[src/pwal_pkg.sv]
// Constants for the pseudo-random sequence and waveform apply block
package pwal_pkg;
  // ----------------------------------------------------------------
  // Clock and timing
  // ----------------------------------------------------------------
  localparam logic [31:0] CLK_HZ     = 32'h05F5_E100; // 100 MHz system clock
  localparam logic [64:0] NS_PER_S   = 65'h0_3B9A_CA00; // Ns in one second

  // ----------------------------------------------------------------
  // Register byte offsets
  // ----------------------------------------------------------------
  localparam logic [7:0] OFS_CTRL    = 8'h00; // Poly, hold select, run
  localparam logic [7:0] OFS_RATE    = 8'h04; // Sequence bit rate
  localparam logic [7:0] OFS_AFREQ   = 8'h08; // Apply frequency argument
  localparam logic [7:0] OFS_AAMPL   = 8'h0C; // Apply amplitude argument
  localparam logic [7:0] OFS_AOFFS   = 8'h10; // Apply offset argument
  localparam logic [7:0] OFS_LOAD    = 8'h14; // Termination select
  localparam logic [7:0] OFS_WIDTH   = 8'h18; // Pulse width in ns
  localparam logic [7:0] OFS_EDGE    = 8'h1C; // Pulse edge time in ns
  localparam logic [7:0] OFS_DUTY    = 8'h20; // Pulse duty setting
  localparam logic [7:0] OFS_CMD     = 8'h24; // Apply command strobe
  localparam logic [7:0] OFS_STAT    = 8'h28; // Sticky event status
  localparam logic [7:0] OFS_MASK    = 8'h2C; // Interrupt mask
  localparam logic [7:0] OFS_SYMM    = 8'h30; // Ramp symmetry readback
  localparam logic [7:0] OFS_FREQ    = 8'h34; // Applied frequency
  localparam logic [7:0] OFS_AMPL    = 8'h38; // Applied amplitude
  localparam logic [7:0] OFS_OFFS    = 8'h3C; // Applied offset

  // ----------------------------------------------------------------
  // Field positions
  // ----------------------------------------------------------------
  localparam int CTRL_POLY  = 0; // Two bits
  localparam int CTRL_HOLD  = 2; // One holds duty, zero holds width
  localparam int CTRL_RUN   = 3;
  localparam int CTRL_FUNC  = 4; // Three bits, read only
  localparam int CMD_DEF    = 3; // Use the default frequency
  localparam int CMD_REMOTE = 4; // Request came over the remote path
  localparam int ST_RANGE   = 0; // Data out of range
  localparam int ST_SEQ     = 1; // Sequence start seen

  // ----------------------------------------------------------------
  // Apply command codes
  // ----------------------------------------------------------------
  localparam logic [2:0] CMD_PRBS  = 3'h1;
  localparam logic [2:0] CMD_PULSE = 3'h2;
  localparam logic [2:0] CMD_RAMP  = 3'h3;
  localparam logic [2:0] CMD_TRI   = 3'h4;
  localparam logic [2:0] CMD_NOISE = 3'h5;

  // ----------------------------------------------------------------
  // Reset values and limits
  // ----------------------------------------------------------------
  localparam logic [31:0] RATE_RST   = 32'h0000_03E8; // 1000 bits/s
  localparam logic [31:0] FREQ_DEF   = 32'h0000_03E8; // 1 kHz
  localparam logic [31:0] RATE_MAX   = 32'h02FA_F080; // Below clock rate
  localparam logic [31:0] RAMP_FMAX  = 32'h0003_0D40; // 200 kHz
  localparam logic [31:0] PULSE_FMAX = 32'h01C9_C380; // Pulse ceiling
  localparam logic [15:0] AMPL_RST   = 16'h0064;      // 100 mVpp
  localparam logic [15:0] AMPL_MIN   = 16'h0001;      // 1 mVpp
  localparam logic [15:0] AMPL_MAX   = 16'h2710;      // 10 Vpp matched
  localparam logic [15:0] VMAX_50    = 16'h1388;      // 5 V peak matched
  localparam logic [31:0] WIDTH_RST  = 32'h0007_A120; // 500 us
  localparam logic [31:0] EDGE_RST   = 32'h0000_000A; // 10 ns
  localparam logic [31:0] EDGE_MIN   = 32'h0000_0008; // 8 ns
  localparam logic [6:0]  DUTY_RST   = 7'h32;         // 50 percent
  localparam logic [6:0]  SYMM_FULL  = 7'h64;         // 100 percent
  localparam logic [6:0]  SYMM_HALF  = 7'h32;         // 50 percent

  // ----------------------------------------------------------------
  // Enumerations
  // ----------------------------------------------------------------
  typedef enum logic [1:0] {POLY_7, POLY_9, POLY_15, POLY_23} pwal_poly_e;
  typedef enum logic [2:0] {FN_IDLE, FN_PRBS, FN_PULSE, FN_RAMP,
                            FN_NOISE} pwal_func_e;
endpackage

[src/pwal_top.sv]
// Pseudo-random sequence generator with waveform apply parameter logic
//
// Our own choices: register access over APB and the register offsets.
`timescale 1ns/100ps
// How it works
// - Default polynomial is the degree seven one
// - Bit rate resets to 1000, software programmable
// - Register length follows polynomial degree, maximal length
// - Each sequence opens with x high bits
// - Register advances once per bit period
// - Sync pulses at every sequence start
// - Ramp apply forces full symmetry
// - Triangle apply forces half symmetry
// - Too high frequency clamps and flags error
// - Pulse apply keeps held width or duty
// - Pulse apply keeps edge time
// - Pulse settings overridden when period too short
// - Offset clamped to limit, remote flags error
// - Termination change doubles or halves offset
// - Default frequency argument selects 1 kHz
// - Amplitude range and 100 mVpp default
// - Noise function never asserts sync
module pwal_top (
  // Clock and reset
  input  wire logic        clk,
  input  wire logic        rstn,
  // APB slave
  input  wire logic [7:0]  paddr,
  input  wire logic        psel,
  input  wire logic        penable,
  input  wire logic        pwrite,
  input  wire logic [31:0] pwdata,
  output logic      [31:0] prdata,
  output logic             pready,
  output logic             pslverr,
  // Waveform and interrupt
  output logic             prbs_bit,
  output logic             sync_out,
  output logic             irq
);

  // ----------------------------------------------------------------
  // State
  // ----------------------------------------------------------------
  typedef struct packed {
    logic                pready;   // Access phase answered
    logic [31:0]         prdata;   // Read data
    logic                pslverr;  // Unmapped address
    pwal_pkg::pwal_poly_e poly;    // Selected polynomial
    logic                hold;     // One holds duty cycle
    logic                run;      // Generator enable
    pwal_pkg::pwal_func_e func;    // Applied function
    logic [31:0]         rate;     // Bits per second
    logic [31:0]         afreq;    // Apply arguments
    logic [15:0]         aampl;
    logic signed [15:0]  aoffs;
    logic                hiz;      // High impedance termination
    logic [31:0]         width;    // Pulse width ns
    logic [31:0]         edge_t;   // Pulse edge ns
    logic [6:0]          duty;     // Pulse duty percent
    logic [6:0]          symm;     // Ramp symmetry percent
    logic [31:0]         freq;     // Applied frequency
    logic [15:0]         ampl;     // Applied amplitude mVpp
    logic signed [15:0]  offs;     // Applied offset mV
    logic [1:0]          stat;     // Sticky events
    logic [1:0]          mask;     // Interrupt enables
    logic                irq;
    logic [31:0]         acc;      // Rate accumulator
    logic [22:0]         lfsr;     // Shift register, low x bits used
    logic                bit_o;
    logic                sync_o;
  } pwal_st_s;

  pwal_st_s    r;          // Registered state
  pwal_st_s    n;          // Next state
  logic        rst_meta;   // Reset synchroniser
  logic        rst_sync;
  logic        wr;         // Write completes this cycle
  logic        apply;      // Apply command written
  logic        restart;    // Reseed the sequence
  logic        step;       // One bit period elapsed
  logic        active;     // Generator producing a sequence
  logic        range_err;  // Apply raised out of range
  logic        load_flip;  // Termination changed
  logic        fits;       // Pulse settings fit the period
  logic [32:0] acc2;
  logic [32:0] tsum;
  logic [64:0] prod;
  logic [31:0] fq;
  logic [31:0] fmax;
  logic [15:0] amax;
  logic [15:0] amin;
  logic [15:0] lim;
  logic [2:0]  code;

  // ----------------------------------------------------------------
  // Helpers
  // ----------------------------------------------------------------
  // All ones seed for the selected register length
  function automatic logic [22:0] seed(input pwal_pkg::pwal_poly_e p);
    case (p)
      pwal_pkg::POLY_7:  seed = 23'h00_007F;
      pwal_pkg::POLY_9:  seed = 23'h00_01FF;
      pwal_pkg::POLY_15: seed = 23'h00_7FFF;
      default:           seed = 23'h7F_FFFF;
    endcase
  endfunction

  // Right shifting two-tap register; upper unused bits stay zero
  function automatic logic [22:0] lfsr_next(input logic [22:0] s,
                                            input pwal_pkg::pwal_poly_e p);
    case (p)
      pwal_pkg::POLY_7:  lfsr_next = {16'h0000, s[0] ^ s[1], s[6:1]};
      pwal_pkg::POLY_9:  lfsr_next = {14'h0000, s[0] ^ s[4], s[8:1]};
      pwal_pkg::POLY_15: lfsr_next = {8'h00, s[0] ^ s[1], s[14:1]};
      default:           lfsr_next = {s[0] ^ s[5], s[22:1]};
    endcase
  endfunction

  // Magnitude of a signed offset
  function automatic logic [15:0] mag(input logic signed [15:0] v);
    mag = v[15] ? 16'(-v) : 16'(v);
  endfunction

  // Largest legal offset magnitude for an amplitude
  function automatic logic [15:0] off_lim(input logic h, input logic [15:0] a);
    off_lim = (h ? 16'(pwal_pkg::VMAX_50 << 1) : pwal_pkg::VMAX_50) - (a >> 1);
  endfunction

  // ----------------------------------------------------------------
  // Reset release
  // ----------------------------------------------------------------
  // Two stage release so all state leaves reset on one edge
  always_ff @(posedge clk or negedge rstn) begin
    if (!rstn) begin
      rst_meta <= 1'b0;
      rst_sync <= 1'b0;
    end else begin
      rst_meta <= 1'b1;
      rst_sync <= rst_meta;
    end
  end

  // ----------------------------------------------------------------
  // Next state
  // ----------------------------------------------------------------
  always_comb begin
    n         = r;
    wr        = psel & penable & r.pready & pwrite;
    apply     = wr & (paddr == pwal_pkg::OFS_CMD);
    load_flip = wr & (paddr == pwal_pkg::OFS_LOAD) & (pwdata[0] != r.hiz);
    code      = pwdata[2:0];
    restart   = 1'b0;
    range_err = 1'b0;
    // Bus answer: one wait state, read data captured with pready
    n.pready  = psel & penable & ~r.pready;
    n.pslverr = 1'b0;
    if (psel & penable & ~r.pready) begin
      n.prdata = 32'h0000_0000;
      case (paddr)
        pwal_pkg::OFS_CTRL:  n.prdata = {25'h000_0000, 3'(r.func), r.run,
                                         r.hold, r.poly};
        pwal_pkg::OFS_RATE:  n.prdata = r.rate;
        pwal_pkg::OFS_AFREQ: n.prdata = r.afreq;
        pwal_pkg::OFS_AAMPL: n.prdata = {16'h0000, r.aampl};
        pwal_pkg::OFS_AOFFS: n.prdata = {{16{r.aoffs[15]}}, r.aoffs};
        pwal_pkg::OFS_LOAD:  n.prdata = {31'h0000_0000, r.hiz};
        pwal_pkg::OFS_WIDTH: n.prdata = r.width;
        pwal_pkg::OFS_EDGE:  n.prdata = r.edge_t;
        pwal_pkg::OFS_DUTY:  n.prdata = {25'h000_0000, r.duty};
        pwal_pkg::OFS_CMD:   n.prdata = 32'h0000_0000;
        pwal_pkg::OFS_STAT:  n.prdata = {30'h0000_0000, r.stat};
        pwal_pkg::OFS_MASK:  n.prdata = {30'h0000_0000, r.mask};
        pwal_pkg::OFS_SYMM:  n.prdata = {25'h000_0000, r.symm};
        pwal_pkg::OFS_FREQ:  n.prdata = r.freq;
        pwal_pkg::OFS_AMPL:  n.prdata = {16'h0000, r.ampl};
        pwal_pkg::OFS_OFFS:  n.prdata = {{16{r.offs[15]}}, r.offs};
        default:             n.pslverr = 1'b1;
      endcase
    end
    // Plain register writes
    if (wr) begin
      case (paddr)
        pwal_pkg::OFS_CTRL: begin
          n.poly = pwal_pkg::pwal_poly_e'(pwdata[pwal_pkg::CTRL_POLY +: 2]);
          n.hold = pwdata[pwal_pkg::CTRL_HOLD];
          n.run  = pwdata[pwal_pkg::CTRL_RUN];
          restart = 1'b1;
        end
        pwal_pkg::OFS_RATE: begin
          // programmable rate, kept inside the generator's reach
          n.rate = (pwdata > pwal_pkg::RATE_MAX) ? pwal_pkg::RATE_MAX :
                   (pwdata == 32'h0000_0000) ? 32'h0000_0001 : pwdata;
        end
        pwal_pkg::OFS_AFREQ: n.afreq  = pwdata;
        pwal_pkg::OFS_AAMPL: n.aampl  = pwdata[15:0];
        pwal_pkg::OFS_AOFFS: n.aoffs  = pwdata[15:0];
        pwal_pkg::OFS_WIDTH: n.width  = pwdata;
        pwal_pkg::OFS_EDGE:  n.edge_t = pwdata;
        pwal_pkg::OFS_DUTY:  n.duty   = pwdata[6:0];
        pwal_pkg::OFS_MASK:  n.mask   = pwdata[1:0];
        pwal_pkg::OFS_LOAD:  n.hiz    = pwdata[0];
        default: ;
      endcase
    end
    // only the reported offset scales, never an error
    if (load_flip) begin
      n.offs = r.hiz ? (r.offs >>> 1) : 16'(r.offs <<< 1);
    end
    fq = pwdata[pwal_pkg::CMD_DEF] ? pwal_pkg::FREQ_DEF : r.afreq;
    case (code)
      pwal_pkg::CMD_PRBS:  fmax = pwal_pkg::RATE_MAX;
      pwal_pkg::CMD_PULSE: fmax = pwal_pkg::PULSE_FMAX;
      default:             fmax = pwal_pkg::RAMP_FMAX;
    endcase
    amax = r.hiz ? 16'(pwal_pkg::AMPL_MAX << 1) : pwal_pkg::AMPL_MAX;
    amin = r.hiz ? 16'(pwal_pkg::AMPL_MIN << 1) : pwal_pkg::AMPL_MIN;
    // clamp the frequency to the function's ceiling
    if (code != pwal_pkg::CMD_NOISE && fq > fmax) begin
      fq = fmax;
      range_err = apply & (code >= pwal_pkg::CMD_PRBS) & (code <= pwal_pkg::CMD_TRI);
    end else if (code != pwal_pkg::CMD_NOISE && fq == 32'h0000_0000) begin
      fq = 32'h0000_0001;
      range_err = apply & (code >= pwal_pkg::CMD_PRBS) & (code <= pwal_pkg::CMD_TRI);
    end
    // period must hold an edge, plus the width when width is held
    tsum = r.hold ? {1'b0, r.edge_t} : {1'b0, r.width} + {1'b0, r.edge_t};
    prod = 65'(tsum) * 65'(fq);
    fits = prod < pwal_pkg::NS_PER_S;
    lim  = 16'h0000;
    if (apply && code >= pwal_pkg::CMD_PRBS && code <= pwal_pkg::CMD_NOISE) begin
      n.ampl = (r.aampl > amax) ? amax : (r.aampl < amin) ? amin : r.aampl;
      if (r.aampl > amax || r.aampl < amin) begin
        range_err = 1'b1;
      end
      // offset held inside peak limit less half amplitude
      lim    = off_lim(r.hiz, n.ampl);
      n.offs = r.aoffs;
      if (mag(r.aoffs) > lim) begin
        n.offs = r.aoffs[15] ? -$signed(lim) : $signed(lim);
        if (pwdata[pwal_pkg::CMD_REMOTE]) begin
          range_err = 1'b1;
        end
      end
      case (code)
        pwal_pkg::CMD_PRBS: begin
          n.func  = pwal_pkg::FN_PRBS;
          n.rate  = fq;
          restart = 1'b1;
        end
        pwal_pkg::CMD_PULSE: begin
          n.func = pwal_pkg::FN_PULSE;
          n.freq = fq;
          // held choice kept unless the period is too short
          // edge time untouched when everything fits
          if (!fits) begin
            // fall back to half duty and the shortest edge
            n.hold   = 1'b1;
            n.duty   = pwal_pkg::DUTY_RST;
            n.edge_t = pwal_pkg::EDGE_MIN;
          end
        end
        pwal_pkg::CMD_RAMP: begin
          n.func = pwal_pkg::FN_RAMP;
          n.freq = fq;
          // rising ramp across the whole period
          n.symm = pwal_pkg::SYMM_FULL;
        end
        pwal_pkg::CMD_TRI: begin
          n.func = pwal_pkg::FN_RAMP;
          n.freq = fq;
          // triangle is the ramp at half symmetry
          n.symm = pwal_pkg::SYMM_HALF;
        end
        default: n.func = pwal_pkg::FN_NOISE;
      endcase
    end
    // accumulator gives one step per bit period
    active = r.run & (r.func == pwal_pkg::FN_PRBS);
    acc2   = {1'b0, r.acc} + {1'b0, r.rate};
    step   = active & (acc2 >= {1'b0, pwal_pkg::CLK_HZ});
    if (!active) begin
      n.acc = 32'h0000_0000;
    end else if (step) begin
      n.acc = 32'(acc2 - {1'b0, pwal_pkg::CLK_HZ});
    end else begin
      n.acc = acc2[31:0];
    end
    // register length and taps follow the polynomial
    if (restart) begin
      // every new sequence starts from all ones
      n.lfsr = seed(n.poly);
      n.acc  = 32'h0000_0000;
    end else if (step) begin
      n.lfsr = lfsr_next(r.lfsr, r.poly);
    end
    // the all ones seed gives x high bits first
    n.bit_o  = active & r.lfsr[0];
    // sync marks each return to the seed
    // noise and other functions leave sync low
    // held for the one bit period of the seed state
    n.sync_o = active & (r.lfsr == seed(r.poly));
    // Sticky events; a set in the clearing cycle wins
    if (wr && paddr == pwal_pkg::OFS_STAT) begin
      n.stat = r.stat & ~pwdata[1:0];
    end
    if (range_err) begin
      n.stat[pwal_pkg::ST_RANGE] = 1'b1;
    end
    if (n.sync_o && !r.sync_o) begin
      n.stat[pwal_pkg::ST_SEQ] = 1'b1;
    end
    n.irq = |(n.stat & n.mask);
  end

  // ----------------------------------------------------------------
  // State register
  // ----------------------------------------------------------------
  always_ff @(posedge clk or negedge rst_sync) begin
    if (!rst_sync) begin
      r        <= '0;
      // degree seven polynomial until software chooses
      r.poly   <= pwal_pkg::POLY_7;
      // 1000 bits per second after reset
      r.rate   <= pwal_pkg::RATE_RST;
      r.lfsr   <= 23'h00_007F;
      r.afreq  <= pwal_pkg::FREQ_DEF;
      r.freq   <= pwal_pkg::FREQ_DEF;
      r.aampl  <= pwal_pkg::AMPL_RST;
      r.ampl   <= pwal_pkg::AMPL_RST;
      r.width  <= pwal_pkg::WIDTH_RST;
      r.edge_t <= pwal_pkg::EDGE_RST;
      r.duty   <= pwal_pkg::DUTY_RST;
      r.symm   <= pwal_pkg::SYMM_FULL;
    end else begin
      r <= n;
    end
  end

  // Outputs straight from flip-flops
  assign prdata   = r.prdata;
  assign pready   = r.pready;
  assign pslverr  = r.pslverr;
  assign prbs_bit = r.bit_o;
  assign sync_out = r.sync_o;
  assign irq      = r.irq;
endmodule

[config.mk]
export PLATFORM = sky130hd
export DESIGN_NAME = pwal_top
export DESIGN_NICKNAME = d
export VERILOG_FILES = /design/src/pwal_pkg.sv /design/src/pwal_top.sv
export SDC_FILE = /design/constraint.sdc
export NUM_CORES = 2
export LEC_CHECK = 0
export ABC_AREA = 1
export ABC_CLOCK_PERIOD_IN_PS = 21400
export BUFFER_PORTS_ARGS = -buffer_cell sky130_fd_sc_hd__buf_2
export CAP_MARGIN = 15
export CORE_ASPECT_RATIO = 1.5
export CORE_MARGIN = 10
export CORE_UTILIZATION = 66
export DETAILED_ROUTE_END_ITERATION = 10
export GPL_TIMING_DRIVEN = 0
export PLACE_DENSITY_LB_ADDON = 0.12
export SLEW_MARGIN = 20
export SYNTH_ARGS = -nofsm -noshare
export SYNTH_HDL_FRONTEND = slang
export SYNTH_SLANG_ARGS = --single-unit
export TNS_END_PERCENT = 5
[constraint.sdc]
create_clock -name clk -period 21.4 [get_ports clk]
set_input_delay 1.07 -clock clk [delete_from_list [all_inputs] [get_ports clk]]
set_output_delay 1.07 -clock clk [all_outputs]
set_load 0.005 [all_outputs]
==> tab_implementation.tex, run 1 <==
\begin{tabular}{lr}
\hline
Metric & Value \\
\hline
\multicolumn{2}{l}{\textbf{Global route}} \\
\quad First-pass GRT wire length & 399,000 um \\
\quad Number of global-route vias before repair & between 60,000 and 70,000 \\
\quad Maximum number of pins on one net before global-route repair & 59 \\
\quad Overall overflow remaining after global route & 11 \\
\quad All-layer global routing usage & 0.552 \\
\multicolumn{2}{l}{\textbf{Floorplanning}} \\
\quad Number of cell rows & 132 \\
\quad DIE HEIGHT & around 380 um \\
\quad I/O pins & 82 \\
\quad Die X-Extent & 262 um \\
\quad Effective utilization at floorplan & 0.668 \\
\multicolumn{2}{l}{\textbf{CTS}} \\
\quad Number of clock sinks & 339 \\
\quad Maximum root-to-sink buffer count & 3 \\
\quad Post-CTS Hold Buffers & 0 \\
\quad Library cell used as clock root buffer & sky130\_fd\_sc\_hd\_\_clkbuf\_16 \\
\quad Number of clock buffers inserted by TritonCTS & 28 \\
\quad Number of setup buffers added after CTS & 0 \\
\quad Level count of the clock H-tree & 1 \\
\quad Cts repair resizes & 0 \\
\multicolumn{2}{l}{\textbf{Yosys}} \\
\quad Most common cell in the synthesized netlist & sky130\_fd\_sc\_hd\_\_nand2\_1 \\
\quad Post-synthesis instance area & a little under 60,000 um2 \\
\quad Library cells used by synthesis & 67 \\
\quad Post-synthesis net count & 8,972 \\
\quad Biggest area consumer among synthesized cells & sky130\_fd\_sc\_hd\_\_fa\_1 \\
\quad Average cell area after synthesis & 7.59 um2 \\
\quad Post-synth ARST share & 1.00 \\
\quad Synth Register Bits & 339 \\
\quad Synth top area cells & sky130\_fd\_sc\_hd\_\_fa\_1 (32\%), sky130\_fd\_sc\_hd\_\_dfrtp\_1 (13\%), sky130\_fd\_sc\_hd\_\_nand2\_1 (10\%) \\
\quad Dominant register cell in the synthesized netlist & sky130\_fd\_sc\_hd\_\_dfrtp\_1 \\
\quad Share of the synthesized area in the top cell type & 0.321 \\
\quad Yosys synthesis warning count & 0 \\
\quad Number of enable flip-flop cells after synthesis & 0 \\
\quad Cell count after synthesis & 7,614 \\
\quad Most common library cells after synthesis & sky130\_fd\_sc\_hd\_\_nand2\_1 (1,597), sky130\_fd\_sc\_hd\_\_inv\_1 (1,588), sky130\_fd\_sc\_hd\_\_nor2\_1 (941), sky130\_fd\_sc\_hd\_\_fa\_1 (927), sky130\_fd\_sc\_hd\_\_ha\_1 (386) \\
\quad Share of synthesized area occupied by flip-flops and latches & 0.148 \\
\multicolumn{2}{l}{\textbf{Run status}} \\
\quad Stopping stage & global routing \\
\quad Error message & [ERROR GRT-0116] Global routing finished with congestion. Check the congestion regions in the DRC Viewer. \\
\quad Run status & did not finish \\
\multicolumn{2}{l}{\textbf{Placed design}} \\
\quad Gp weighted congestion & 1.13 \\
\quad Area after DPL & between 50,000 and 60,000 um2 \\
\quad \# placed instances & 8,841 \\
\quad Input/output buffers & 78 \\
\quad Estimated wirelength of the detail-placed design & 208,000 um \\
\hline
\end{tabular}
metal layers:
| layer | GRT usage | GRT overflow |
|---|---|---|
| met3 | 0.281 | 1 |
| met1 | 0.525 | 0 |
| met2 | 0.805 | 4 |
| met5 | 0.0426 | 0 |
| met4 | 0.611 | 6 |
stage by stage:
step           hold WS (ps)  setup WS (ps)
3_3_place_gp            335           4630
2_1_floorplan           331          10340
3_5_place_dp            296           5320
4_1_cts                 228           5900
kinds of logic after synthesis:
group | count (synthesis) | share of synthesized area
fa+ha+maj | 1313 | 0.405
mux | 31 | 0.00602
compound gates | 972 | 0.0953
buf+inv | 1931 | 0.128
xor+xnor | 102 | 0.0155
flops | 339 | 0.148
other cells | 1 | 0.0000649
simple gates | 2925 | 0.202
==> run 2, diff against run 1 <==
--- a/config.mk
+++ b/config.mk
@@ -9,12 +9,11 @@
 export ABC_CLOCK_PERIOD_IN_PS = 21400
 export BUFFER_PORTS_ARGS = -buffer_cell sky130_fd_sc_hd__buf_2
 export CAP_MARGIN = 15
-export CORE_ASPECT_RATIO = 1.5
 export CORE_MARGIN = 10
-export CORE_UTILIZATION = 66
+export CORE_UTILIZATION = 40
 export DETAILED_ROUTE_END_ITERATION = 10
 export GPL_TIMING_DRIVEN = 0
-export PLACE_DENSITY_LB_ADDON = 0.12
+export PLACE_DENSITY_LB_ADDON = 0.15
 export SLEW_MARGIN = 20
 export SYNTH_ARGS = -nofsm -noshare
 export SYNTH_HDL_FRONTEND = slang
==> run 2 against run 1 <==
- the flow now finishes without violations
- synthesized cell count did not move
- area after synthesis did not move
==> tab_implementation.tex, run 2 <==
\begin{tabular}{lr}
\hline
Metric & Value \\
\hline
\multicolumn{2}{l}{\textbf{CTS}} \\
\quad Level count of the clock H-tree & 2 (+1) \\
\quad Clock network latency to the later pin of the worst-skew pair & 560 ps \\
\quad Number of setup buffers added after CTS & 0 (unchanged) \\
\quad Number of clock buffers inserted by TritonCTS & 37 (+32\%) \\
\quad Cts repair resizes & 0 (unchanged) \\
\quad Library cell used as clock root buffer & sky130\_fd\_sc\_hd\_\_clkbuf\_16 \\
\quad Clock slew at reported path FFs & $\sim$70 ps \\
\quad Post-CTS Hold Buffers & 0 (unchanged) \\
\quad TritonCTS clock tree & built \\
\quad Maximum root-to-sink buffer count & 3 (unchanged) \\
\quad Number of clock sinks & 339 (unchanged) \\
\multicolumn{2}{l}{\textbf{Global route}} \\
\quad First-pass GRT wire length & 360,000 um \\
\quad Maximum number of pins on one net before global-route repair & 52 \\
\quad Initial antenna violation count & 4 \\
\quad All-layer global routing usage & 0.306 \\
\quad Number of global-route vias before repair & 53,240 \\
\quad Overall overflow remaining after global route & 0 \\
\multicolumn{2}{l}{\textbf{Placed design}} \\
\quad Area after DPL & 60,800 um2 (+1.6\%) \\
\quad Estimated wirelength of the detail-placed design & 210,000 um (+0.84\%) \\
\quad Input/output buffers & 78 (unchanged) \\
\quad Post-placement setup slack & 4010 ps (-1310 ps) \\
\quad Gp weighted congestion & 1.00 (-11\%) \\
\multicolumn{2}{l}{\textbf{Yosys}} \\
\quad Library cells used by synthesis & 67 (unchanged) \\
\quad Xor and xnor fraction of the mapped netlist area & 0.0155 (unchanged) \\
\quad Dominant combinational cell family by area after synthesis & adder cells \\
\quad Cell count after synthesis & 7,614 (unchanged) \\
\quad Synth Register Bits & 339 (unchanged) \\
\quad Most common cell in the synthesized netlist & sky130\_fd\_sc\_hd\_\_nand2\_1 \\
\quad Yosys synthesis warning count & 0 (unchanged) \\
\quad Post-synth ARST share & 1.00 (unchanged) \\
\quad Synth Area in Compound Gates & 0.0953 (unchanged) \\
\quad Post-synthesis net count & 8,972 (unchanged) \\
\quad Post-synthesis mux area share & 0.00602 (unchanged) \\
\quad Biggest area consumer among synthesized cells & sky130\_fd\_sc\_hd\_\_fa\_1 \\
\quad Dominant register cell in the synthesized netlist & sky130\_fd\_sc\_hd\_\_dfrtp\_1 \\
\quad Share of synthesized area occupied by flip-flops and latches & 0.148 (unchanged) \\
\quad Average cell area after synthesis & 7.59 um2 (unchanged) \\
\quad Post-synthesis instance area & 57,800 um2 (unchanged) \\
\quad Most common library cells after synthesis & sky130\_fd\_sc\_hd\_\_nand2\_1 (1,597), sky130\_fd\_sc\_hd\_\_inv\_1 (1,588), sky130\_fd\_sc\_hd\_\_nor2\_1 (941), sky130\_fd\_sc\_hd\_\_fa\_1 (927), sky130\_fd\_sc\_hd\_\_ha\_1 (386) \\
\quad Post-Synth Adder-Cell Area & 0.405 (unchanged) \\
\quad Number of enable flip-flop cells after synthesis & 0 (unchanged) \\
\quad Simple-Gate Fraction of Synth Area & 0.202 (unchanged) \\
\quad Synth top area cells & sky130\_fd\_sc\_hd\_\_fa\_1 (32\%), sky130\_fd\_sc\_hd\_\_dfrtp\_1 (13\%), sky130\_fd\_sc\_hd\_\_nand2\_1 (10\%) \\
\quad Share of the synthesized area in the top cell type & 0.321 (unchanged) \\
\multicolumn{2}{l}{\textbf{Floorplanning}} \\
\quad Number of cell rows & 139 (+5.3\%) \\
\quad Effective utilization at floorplan & 0.402 (-0.266) \\
\quad Area of the die & 160,000 um2 \\
\quad DIE HEIGHT & 400 um (+4.6\%) \\
\quad CORE AREA & 144,000 um2 \\
\quad I/O pins & 82 (unchanged) \\
\quad Die X-Extent & 400 um (+53\%) \\
\multicolumn{2}{l}{\textbf{STA}} \\
\quad Slew Limit Fails & 0 \\
\quad Tightest Pin Transition & 1240 ps \\
\quad Worst relative slew slack & 0.170 \\
\quad RSZ-0062 raised after global routing & false \\
\quad Setup WS post-layout & 3760 ps \\
\quad Peak clock frequency supported by timing & 0.0567 GHz \\
\quad Setup violation total in the final timing report & 0 \\
\quad Post-route minimum period & 17,640 ps \\
\quad Layout Skew & 14.2 ps \\
\quad Worst hold slack & roughly 210 ps \\
\quad Final period utilization & 0.824 \\
\quad Aggregate negative setup slack & 0 ps \\
\quad Final hold violations & 0 \\
\multicolumn{2}{l}{\textbf{Cells and area}} \\
\quad Non-Filler Cell Area, Final & 62,100 um2 \\
\quad Net total in the final layout & 9,101 \\
\quad Most frequent cells in the layout & sky130\_fd\_sc\_hd\_\_nand2\_1 (1,597), sky130\_fd\_sc\_hd\_\_inv\_1 (1,588), sky130\_fd\_sc\_hd\_\_nor2\_1 (940) \\
\quad Synth-to-layout area growth & 7.43\% \\
\quad Max reg flops & 300 \\
\quad Most frequent standard cell in the layout excluding fill and tap cells & sky130\_fd\_sc\_hd\_\_nand2\_1 \\
\quad Fraction of layout cells with a size suffix above 1 & 0.0448 \\
\quad Most flops, register & r \\
\multicolumn{2}{l}{\textbf{Critical path}} \\
\quad Path type of the worst setup path & in2reg \\
\quad CP arrival & 18,070 ps \\
\quad Cell type with the highest occurrence count on the critical path & sky130\_fd\_sc\_hd\_\_nor2\_1 \\
\quad Data required time of the critical path & 21,830 ps \\
\quad Worst setup path startpoint & pwdata[0] \\
\quad CP max FO & 10 \\
\quad Worst reg2reg startpoint & r[140] \\
\quad Max incr delay on CP & 1110 ps \\
\quad Setup crit end kind & flip-flop \\
\quad CP max-delay cell & sky130\_fd\_sc\_hd\_\_nor3\_1 \\
\quad Kind of start point of the critical path & input pin \\
\multicolumn{2}{l}{\textbf{Route}} \\
\quad Remaining antenna violation count after routing & 0 \\
\quad Via count & 52,445 \\
\quad Detailed-route wire length per cell & 25.4 um \\
\quad DRC errors left & 0 \\
\quad Final routed wirelength across all metal layers & 245,000 um \\
\quad 1st-pass router iterations & 6 \\
\quad Starting DRT DRC Count & between 4,000 and 5,000 \\
\quad Via-to-Cell Ratio & 5.42 \\
\multicolumn{2}{l}{\textbf{Run status}} \\
\quad Run status & finished, final reports clean \\
\multicolumn{2}{l}{\textbf{Hold path}} \\
\quad Hold crit path type & reg2async \\
\multicolumn{2}{l}{\textbf{Pwr}} \\
\quad Power consumption & 4.61 mW \\
\quad Static leakage & 32.2 nW \\
\quad Worst vdd rail ir drop & 0.106 mV \\
\quad Power per unit of standard cell area & 74.3 nW/um2 \\
\multicolumn{2}{l}{\textbf{Flow run}} \\
\quad Maxcap violations & 0 \\
\hline
\end{tabular}
## run 2: cell counts after synthesis
No cell type changed its count.
## run 2: cell type report
class	instances	area, um2
repair buffers	90	636
fillers	15116	81600
flip-flops and latches	339	8540
clock buffers	51	1060
clock inverters	13	180
diodes	1	2.50
multi-input cells	5344	41900
well taps	1903	2380
plain buffers	311	1340
inverters	1620	6080
## run 2: metrics by stage
stage / cells / utilization
5_1_grt: 9671 / 0.432
4_1_cts: 9671 / 0.432
3_3_place_gp: 9595 / 0.422
6_report: 9672 / 0.432
2_1_floorplan: 7614 / -
3_5_place_dp: 9607 / 0.424
## run 2: path summary, 6_finish.rpt
kind / end / cells after the start / slack, ps
hold / removal: prdata[16] / 0 / 210
hold reg to reg: prdata[16] / 0 / 210
setup reg to reg: r[156] / 56 / 7030
min in group clk: rst_sync / 0 / 360
setup / recovery: r[156] / 57 / 3760
max in group asynchronous: r[103] / 5 / 19330
## run 2: critical path, delay by kind of cell
family / cells / cell delay (ps)
AND/OR/NAND/NOR: 30 / 6680
AO/OA/AOI/OAI: 1 / 260
buffers and inverters: 16 / 5020
adder cells (fa/ha/maj): 10 / 4930
## run 2: cell families after synthesis
logic type      Yosys count
compound gates          972
xor+xnor                102
fa+ha+maj              1313
buf+inv                1931
flops                   339
mux                      31
other cells               1
simple gates           2925
## run 2: power breakdown
part	total, mW	leakage [nW]	switching [mW]	internal, mW
Combinational	3.27	27.4	2.19	1.09
Clock	0.690	0.607	0.294	0.395
Sequential	0.649	4.20	0.00424	0.644
## run 2: metal layers
metal	track usage	routed length [um]	vias up	share of wire
met2	0.504	113000	2276	0.46
met4	0.163	16200	4	0.066
li1	-	-	23407	-
met3	0.0456	18700	568	0.076
met1	0.388	97700	26190	0.40
met5	0	26	-	0.00011
(Power assumes the default switching activity.)
